===== config.mk =====
export PLATFORM = sky130hd
export DESIGN_NAME = byte_alu_sub_xor_swap
export DESIGN_NICKNAME = d
export VERILOG_FILES = /design/src/byte_alu_pkg.sv /design/src/byte_alu_core.sv /design/src/byte_alu_sub_xor_swap.sv
export SDC_FILE = /design/constraint.sdc
export NUM_CORES = 1
export LEC_CHECK = 0
export BUFFER_PORTS_ARGS = -buffer_cell sky130_fd_sc_hd__buf_2
export CAP_MARGIN = 20
export CELL_PAD_IN_SITES_DETAIL_PLACEMENT = 1
export CELL_PAD_IN_SITES_GLOBAL_PLACEMENT = 1
export CORE_MARGIN = 3
export CORE_UTILIZATION = 55
export CTS_BUF_LIST = sky130_fd_sc_hd__clkbuf_4
export CTS_CLUSTER_SIZE = 8
export DETAILED_ROUTE_END_ITERATION = 7
export GPL_TIMING_DRIVEN = 1
export PLACE_DENSITY_LB_ADDON = 0.1
export SETUP_SLACK_MARGIN = 0.15
export SLEW_MARGIN = 20
export SYNTH_ARGS = -nofsm -noshare
export SYNTH_HDL_FRONTEND = slang
export SYNTH_SLANG_ARGS = --single-unit

===== constraint.sdc =====
create_clock -name clock -period 28.7 [get_ports clock]
set_clock_uncertainty 0.1 [all_clocks]
set_input_delay 5.74 -clock clock [delete_from_list [all_inputs] [get_ports clock]]
set_output_delay 5.74 -clock clock [all_outputs]
set_load 0.02 [all_outputs]

===== src/byte_alu_pkg.sv =====
package byte_alu_pkg;
   // ****************************************
   // operand widths and ranges
   // ****************************************
   localparam int data_w = 8;
   localparam int addr_w = 7;
   localparam int file_words = 128;
   localparam int nib_lo_msb = 3;
   localparam int nib_hi_lsb = 4;

   // ****************************************
   // destination select encoding
   // ****************************************
   localparam logic dest_work = 1'b0;
   localparam logic dest_file = 1'b1;

   // ****************************************
   // reset values
   // ****************************************
   localparam logic [7:0] work_reset = 8'h00;
   localparam logic [7:0] file_reset = 8'h00;
   localparam logic flag_reset = 1'b0;

   // ****************************************
   // operation codes
   // ****************************************
   typedef enum logic [2:0] {
      op_none,
      subtract_work_from_file,
      xor_literal_into_work,
      nibble_swap_file,
      xor_work_with_file
   } alu_op_e;
endpackage


===== src/byte_alu_core.sv =====
module byte_alu_core (
   input wire byte_alu_pkg::alu_op_e op,
   input wire logic [7:0] work_val,
   input wire logic [7:0] file_val,
   input wire logic [7:0] literal,
   output logic [7:0] result,
   output logic carry_out,
   output logic half_carry_out,
   output logic zero_out,
   output logic carry_we,
   output logic half_carry_we,
   output logic zero_we
);
   // ****************************************
   // pure combinational operation unit
   // ****************************************
   logic [8:0] diff;
   logic [4:0] diff_lo;

   // nine-bit difference: bit 8 is the inverted borrow
   assign diff = {1'b0, file_val} + {1'b0, ~work_val} + 9'h001; // [RQ1]
   assign diff_lo = {1'b0, file_val[3:0]} + {1'b0, ~work_val[3:0]} + 5'h01; // [RQ6]

   // result and flag selection per operation
   always_comb begin
      result = file_val;
      carry_out = 1'b0;
      half_carry_out = 1'b0;
      carry_we = 1'b0;
      half_carry_we = 1'b0;
      zero_we = 1'b0;
      case (op)
         byte_alu_pkg::subtract_work_from_file: begin
            result = diff[7:0]; // [RQ1]
            carry_out = diff[8]; // [RQ6]
            half_carry_out = diff_lo[4]; // [RQ6]
            carry_we = 1'b1;
            half_carry_we = 1'b1;
            zero_we = 1'b1;
         end
         byte_alu_pkg::xor_literal_into_work: begin
            result = work_val ^ literal; // [RQ3]
            zero_we = 1'b1; // [RQ6]
         end
         byte_alu_pkg::nibble_swap_file: begin
            // swap leaves every flag alone
            result = {file_val[byte_alu_pkg::nib_lo_msb:0],
                      file_val[byte_alu_pkg::data_w-1:byte_alu_pkg::nib_hi_lsb]}; // [RQ4]
         end
         byte_alu_pkg::xor_work_with_file: begin
            result = work_val ^ file_val; // [RQ5]
            zero_we = 1'b1; // [RQ6]
         end
         default: begin
            result = file_val;
         end
      endcase
   end

   assign zero_out = (result == 8'h00); // [RQ6]
endmodule // byte_alu_core


===== src/byte_alu_sub_xor_swap.sv =====
// Notes on behaviour
// [RQ1] subtract: file value minus working register
// [RQ2] dest bit 0 to work, 1 to file
// [RQ3] literal xor always lands in working register
// [RQ4] swap exchanges upper and lower nibbles
// [RQ5] file xor goes to selected destination
// [RQ6] sub sets all flags; xors zero; swap none
module byte_alu_sub_xor_swap (
   // clock and reset
   input wire logic clock,
   input wire logic resetn,
   // operation request
   input wire logic op_valid,
   input wire byte_alu_pkg::alu_op_e op,
   input wire logic [6:0] file_addr,
   input wire logic dest_sel,
   input wire logic [7:0] literal,
   // side port to the file words
   input wire logic [6:0] rd_addr,
   input wire logic rd_en,
   input wire logic [6:0] wr_addr,
   input wire logic [7:0] wr_data,
   input wire logic wr_en,
   // registered results
   output logic [7:0] rd_data,
   output logic [7:0] work_out,
   output logic carry_flag,
   output logic half_carry_flag,
   output logic zero_flag
);
   // ****************************************
   // storage
   // ****************************************
   // file words are not reset; software loads them through the side port
   logic [7:0] file_mem [byte_alu_pkg::file_words];
   // accumulator of every operation result not steered to the file
   logic [7:0] work_reg;
   // status flags
   logic carry_reg;
   logic half_carry_reg;
   logic zero_reg;
   // registered read data
   logic [7:0] rd_data_reg;

   // operation unit outputs
   logic [7:0] result;
   logic carry_out;
   logic half_carry_out;
   logic zero_out;
   logic carry_we;
   logic half_carry_we;
   logic zero_we;
   logic [7:0] file_operand;

   // decoded control
   logic exec;
   logic to_work;
   logic to_file;

   // merged write port of the file array
   logic file_wr_en;
   logic [6:0] file_wr_addr;
   logic [7:0] file_wr_data;

   // ****************************************
   // decode helpers
   // ****************************************
   // only the four real opcodes act; spare codes are harmless no-ops
   function automatic logic op_known(input byte_alu_pkg::alu_op_e code);
      logic known;
      case (code)
         byte_alu_pkg::subtract_work_from_file: known = 1'b1;
         byte_alu_pkg::xor_literal_into_work: known = 1'b1;
         byte_alu_pkg::nibble_swap_file: known = 1'b1;
         byte_alu_pkg::xor_work_with_file: known = 1'b1;
         default: known = 1'b0;
      endcase
      return known;
   endfunction

   // an operation runs only with the strobe up and a real opcode
   function automatic logic op_active(input logic valid, input byte_alu_pkg::alu_op_e code);
      return valid && op_known(code);
   endfunction

   // the literal xor has no file operand, so no destination bit either
   function automatic logic op_has_dest(input byte_alu_pkg::alu_op_e code);
      return op_known(code) && (code != byte_alu_pkg::xor_literal_into_work);
   endfunction

   // result returns to the file only for a running op with destination one
   function automatic logic op_writes_file(input logic active, input byte_alu_pkg::alu_op_e code, input logic dest);
      return active && op_has_dest(code) && (dest == byte_alu_pkg::dest_file);
   endfunction

   // a flag keeps its value unless the running op owns it
   function automatic logic flag_update(input logic active, input logic owns, input logic cur, input logic fresh);
      logic nxt;
      nxt = cur;
      if (active && owns) begin
         nxt = fresh;
      end
      return nxt;
   endfunction

   // ****************************************
   // operation unit
   // ****************************************
   // addressed word is read without a register so an op takes one cycle
   assign file_operand = file_mem[file_addr];

   byte_alu_core u_core (
      .op(op),
      .work_val(work_reg),
      .file_val(file_operand),
      .literal(literal),
      .result(result),
      .carry_out(carry_out),
      .half_carry_out(half_carry_out),
      .zero_out(zero_out),
      .carry_we(carry_we),
      .half_carry_we(half_carry_we),
      .zero_we(zero_we)
   );

   // ****************************************
   // destination steering
   // ****************************************
   // strobe qualified by a known opcode
   assign exec = op_active(op_valid, op);
   // literal xor ignores the destination bit
   assign to_file = op_writes_file(exec, op, dest_sel); // [RQ2] [RQ3]
   assign to_work = exec && !to_file; // [RQ2]

   // ****************************************
   // working register
   // ****************************************
   // takes every result that is not steered to the file
   always_ff @(posedge clock or negedge resetn) begin
      if (!resetn) begin
         work_reg <= byte_alu_pkg::work_reset;
      end else if (to_work) begin
         work_reg <= result; // [RQ2] [RQ3]
      end
   end

   // ****************************************
   // file write arbitration
   // ****************************************
   // one write port: an op result beats a side-port load,
   // so a colliding load can never undo an instruction result
   always_comb begin
      file_wr_en = wr_en;
      file_wr_addr = wr_addr;
      file_wr_data = wr_data;
      if (to_file) begin
         file_wr_en = 1'b1;
         file_wr_addr = file_addr; // [RQ2]
         file_wr_data = result;
      end
   end

   // ****************************************
   // file words
   // ****************************************
   // plain array, no reset, one write a cycle
   always_ff @(posedge clock) begin
      if (file_wr_en) begin
         file_mem[file_wr_addr] <= file_wr_data;
      end
   end

   // ****************************************
   // status flags
   // ****************************************
   // carry is the inverted borrow of the subtraction
   always_ff @(posedge clock or negedge resetn) begin
      if (!resetn) begin
         carry_reg <= byte_alu_pkg::flag_reset;
      end else begin
         carry_reg <= flag_update(exec, carry_we, carry_reg, carry_out); // [RQ6]
      end
   end

   // half carry is the inverted borrow out of the low nibble
   always_ff @(posedge clock or negedge resetn) begin
      if (!resetn) begin
         half_carry_reg <= byte_alu_pkg::flag_reset;
      end else begin
         half_carry_reg <= flag_update(exec, half_carry_we, half_carry_reg, half_carry_out); // [RQ6]
      end
   end

   // zero follows subtract and both xors, never the swap
   always_ff @(posedge clock or negedge resetn) begin
      if (!resetn) begin
         zero_reg <= byte_alu_pkg::flag_reset;
      end else begin
         zero_reg <= flag_update(exec, zero_we, zero_reg, zero_out); // [RQ6]
      end
   end

   // ****************************************
   // read port
   // ****************************************
   // data one cycle after the strobe, held otherwise
   always_ff @(posedge clock or negedge resetn) begin
      if (!resetn) begin
         rd_data_reg <= byte_alu_pkg::file_reset;
      end else if (rd_en) begin
         rd_data_reg <= file_mem[rd_addr];
      end
   end

   // ****************************************
   // outputs
   // ****************************************
   // every output straight from a flip-flop
   assign rd_data = rd_data_reg;
   assign work_out = work_reg;
   assign carry_flag = carry_reg;
   assign half_carry_flag = half_carry_reg;
   assign zero_flag = zero_reg;
endmodule // byte_alu_sub_xor_swap


# == Yosys cells after proc, flatten, opt, wreduce, memory -nomap -nowiden ==
# Memories as Yosys holds them, arrays and structs flattened. A register that Yosys moved wholly into a read port is not among the register bits.
# Index checks and enable logic that the tools add are counted.
# word_totals
register_bits,11
in_bits,46
wordCells,41
rom_bits,0
output_inout_bits,19
latchBits,0
memories,1
mem_bits_rw,1024
# mem_list
name,depth,width,rd,rd_ports_with_merged_regs,wr,line,source
file_mem,128,8,2,1,1,byte_alu_sub_xor_swap.sv:35,logic [7:0] file_mem [byte_alu_pkg::file_words];
# classes
addsub,4
n_mul,0
div_mod_pow,0
n_shift,0
mux,11
magnitude_cmp,0
bitwise_logic,4
n_reduce_logical,12
n_eq_ne,5
# ops
op,n
case mux 8 bit (4 select lines),1
XOR 8 bit,2
adder 8 x 8 -> 9 bit,1
adder 9 x 1 -> 9 bit (second input constant),1
logical NOT 8 bit,1
two-way mux 1 bit,8
two-way mux 8 bit,1
inverter 8 bit,1
logical AND 1 bit,7
two-way mux 7 bit,1
== test 3 x 2 -> 1 bit (second input constant),2
adder 4 x 4 -> 5 bit,1
adder 5 x 1 -> 5 bit (second input constant),1
inverter 4 bit,1
OR reduction 4 bit,1
== test 3 x 1 -> 1 bit (second input constant),1
== test 3 bit (second input constant),1
inequality test 3 x 2 -> 1 bit (second input constant),1
OR reduction 3 bit,1
logical NOT 1 bit,2

# == Logic depth before layout (Yosys ltp) ==
# logic_depth
word_depth,9
depth_mapped,24
depth_no_buf,19

# == Hierarchy ==
# Synthesis repeated with hierarchy kept, for this count alone.
# unflattened
hier_cells,2653
area_unflattened_um2,50120.6
# modules_own_cells
mod,area_per_inst_um2,cells_each,instances
byte_alu_sub_xor_swap,49022.0,2498,1
byte_alu_core,1098.6,155,1

# == Worst setup path before layout ==
# No wires, ideal clock.
# synth_path
path_kind,input -> register
startpoint,input port file_addr[0]
endpoint,"memory file_mem[0][6], data pin"
slack_ns,12.670
stages,23
setup_ns,1.198
arrival_time_ns,14.732
path_cell_list,buf_6 > buf_6 > buf_6 > buf_6 > buf_4 > mux4_2 > o211ai_1 > nand4_1 > o22ai_1 > nor2_1 > inv_1 > ha_1 > inv_1 > fa_1 > a21o_1 > a21oi_1 > o21bai_1 > a21oi_1 > xnor2_1 > nand2_1 > a211oi_1 > or4_1 > o21ai_0
# synth_between
elab_chain_len,5
# synth_lines
element,line,source
"start, declared",byte_alu_sub_xor_swap.sv:15,"input wire logic [6:0] file_addr,"
memory read (128 x 8 bit) (*),n/a,
adder 8 x 8 -> 9 bit,byte_alu_core.sv:21,"assign diff = {1'b0, file_val} + {1'b0, ~work_val} + 9'h001;"
adder 9 x 1 -> 9 bit,byte_alu_core.sv:21,
case mux 8 bit (4 select lines) (*),byte_alu_core.sv:32,case (op)
two-way mux 8 bit (*),byte_alu_sub_xor_swap.sv:156,if (to_file) begin
via file_wr_data[6],byte_alu_sub_xor_swap.sv:63,logic [7:0] file_wr_data;
"end, declared",byte_alu_sub_xor_swap.sv:35,
# The timed path passes the listed nets; every way through them passes the cells marked *.

# == Worst setup path after layout ==
# layout_path
startpoint,input port file_addr[0]
endpoint,"memory file_mem[73][6], data pin"
# Same word-level chain as after synthesis.

==> results.json <==
{
  "gp_congestion": 0.9797,
  "die_h_um": 308.2,
  "antenna_found_initial": 7,
  "ys_ff_latch": 1043,
  "status": "finished, final reports clean",
  "synth_async_sr_flop_share_pct": 1.822,
  "yosysWarnings": 0,
  "start_util_pct": 55.64,
  "grt_pass1_wl_um": 242800,
  "instances_no_fill": 4252,
  "nNetsFinal": 2939,
  "worstSetupPathType": "in2reg",
  "crit_fanout": 72,
  "hp-start": "zero_flag",
  "synth_top_family_by_area": "multiplexers",
  "path_clk_slew_ps": 70,
  "synth_simple_gate_area_share_pct": 3.851,
  "clockRootBuffer": "clkbuf_4",
  "synthMuxAreaShare_pct": 27.51,
  "track_usage_pct": 36.94,
  "yosysSeqAreaShare_pct": 62.16,
  "core_region_area_um2": 90290,
  "grt_setup_unrepaired": "false",
  "finalSetupViolations": 0,
  "cts_resized": 0,
  "dpl.hpwl_um": 112700,
  "die-area_um2": 94990,
  "insertion_delay_ps": 1230,
  "largest_reg_flops": 1024,
  "cts_sinks": 1043,
  "fin_crit_ps": 12340,
  "min_period_over_period_pct": 43.00,
  "synth_flop_cell": "edfxtp_1",
  "fmax_ghz": 0.08104,
  "cp-start-kind": "primary input",
  "io_pins": 65,
  "drv_slew": 0,
  "avgSynthCellArea_um2": 19.02,
  "cts_buffer_depth": 4,
  "portBuffers": 64,
  "synthDistinctLibCells": 89,
  "endpoint_kind": "flop",
  "synth-xor-area-share_pct": 0.2267,
  "wire_per_inst_um": 40.37,
  "rr_endpoint": "file_mem[73][6]",
  "maxCapViolCount": 0,
  "wl_um": 171700,
  "hold_viol_final": 0,
  "die_x_um": 308.2,
  "placedCellCount": 3763,
  "row_count": 110,
  "worstPathRequired_ps": 29440,
  "irDropWorstVdd_uv": 43.41,
  "first_iter_violations": 4881,
  "tightest_slew_ps": 1195,
  "cts_post_setup_buffers_inserted": 0,
  "leakage_nw": 17.82,
  "antenna_left": 0,
  "hold_path_class": "reg2reg",
  "rr_worst_depth": 21,
  "drcViolationCount": 0,
  "drive_above_1_share_pct": 38.72,
  "grt-ovfl-total": 0,
  "area_delta_synth_final_pct": 10.18,
  "grt_max_degree": 129,
  "synth-compound-area-share_pct": 3.833,
  "synth_edf_count": 1024,
  "fin_tns_setup_ps": 0,
  "viasPerCell": 7.363,
  "hold_path_depth": 2,
  "p_per_area_nw_per_um2": 61.48,
  "cts_hold_buf": 0,
  "min_to": "zero_flag",
  "first_pass_iters": 5,
  "cts_tree": "built",
  "cts_buffers": 291,
  "syn_inst": 2641,
  "reg2reg_from": "file_mem[49][0]",
  "synthAdderAreaFrac_pct": 0.2640,
  "grt_pass1_vias": 32270,
  "worstPathArrival_ps": 13080,
  "htree_levels": 5,
  "synth_nets": 2697,
  "vias": 31310,
  "synth_area_um2": 50230,
  "slew_headroom_pct": 20.05,
  "reg2reg_slack_ps": 21880
}
[cells in the mapped netlist, types with 14 or more instances]
cell type,number,area (um^2)
nor2_1,182,683.2
nand2b_1,14,87.58
nand3_1,32,160.2
dfrtp_1,19,475.5
buf_1,44,165.2
nand2_1,101,379.1
inv_1,19,71.32
mux4_2,544,12250
mux2i_1,105,1051
nor2b_1,24,150.1
clkbuf_1,79,296.5
a22oi_1,40,300.3
o21ai_0,40,200.2
buf_2,36,180.2
mux2_2,18,202.7
edfxtp_1,1024,30750
a21oi_1,32,160.2
buf_4,24,180.2
[cell usage in the layout, fill, tap and decap left out, types with 13 or more instances in the layout]
cell type  Yosys  final
edfxtp_1    1024   1024
mux4_2       544    544
clkbuf_4       1    398
nor2_1       182    159
mux2i_1      105    105
nand2_1      101    101
buf_4         24     79
clkinv_1       1     59
buf_2         36     56
a22oi_1       40     40
a21oi_1       32     32
o21ai_0       40     32
nand3_1       32     27
nor2_2         0     23
nor2b_1       24     22
inv_1         19     19
dfrtp_1       19     19
mux2_2        18     18
nand2b_1      14     14
o211ai_1      13     13
and2_1        13     13
a221oi_1      13     13
[stage by stage]
step	cell area [um^2]	power (mW)	hold slack (ps)	util [%]	worst slack (ps)
2_1_floorplan	50230	1.988	495.8	-	12670
3_3_place_gp	51780	2.118	401.8	57.35	15520
3_5_place_dp	51860	2.127	398.2	57.44	15400
4_1_cts	55230	3.411	421.0	61.18	16590
5_1_grt	55340	3.521	427.6	61.29	16110
6_report	55340	3.402	422.4	61.30	16360
[critical path, stage by stage]
cell      delay, ps
buf_8           420
buf_4           860
mux4_4          740
mux4_2          470
nor2_1          240
o31a_1          500
a22oi_1         340
ha_1            450
a21o_1          220
a21oi_1         280
o21bai_1        100
a21oi_1         230
xnor2_1         110
nand2_1          80
a211oi_1         70
or4_1           600
o21ai_4         170
buf_4           490
buf_4           660
[metal layers]
metal	vias to the layer above	track usage, %	part of all wire [%]
li1	11950	-	-
met1	16550	50.80	37
met2	2376	55.37	46
met3	431	9.744	12
met4	4	18.75	5.4
met5	-	0	0.014
[report_power, final]
part           total [mW]  switching (mW)  internal, mW
clock                1.30           0.639         0.658
sequential           1.71          0.0114          1.70
combinational       0.398           0.257         0.140
[logic make-up after synthesis]
kind of cell / count (synthesis)
buffers and inverters: 218
and+or+nand+nor: 423
muxes: 679
AOI/OAI and AO/OA: 255
adders and majority gates: 10
DFF: 1043
xor gates and xnor gates: 13
[worst max-delay path by stage]
stage,start,end,slack (ps),depth (start not counted)
final,file_addr[0],file_mem[73][6],16360,19
after CTS,file_addr[0],file_mem[73][6],16590,19
after detailed placement,file_addr[0],file_mem[88][6],15400,19
after global placement,file_addr[0],file_mem[88][6],15520,19
after global routing,file_addr[0],file_mem[91][6],16110,19
after floorplan,file_addr[0],file_mem[0][6],12670,23
[layout make-up]
cell class | instances | area [um^2]
Fill cell | 7880 | 34940
Sequential cell | 1043 | 31220
Multi-Input combinational cell | 1380 | 18110
Clock buffer | 398 | 2988
Tap cell | 1176 | 1471
Timing Repair Buffer | 147 | 1077
Clock inverter | 80 | 381.6
Inverter | 20 | 75.07
Antenna cell | 8 | 20.02
(Power assumes the default switching activity.)
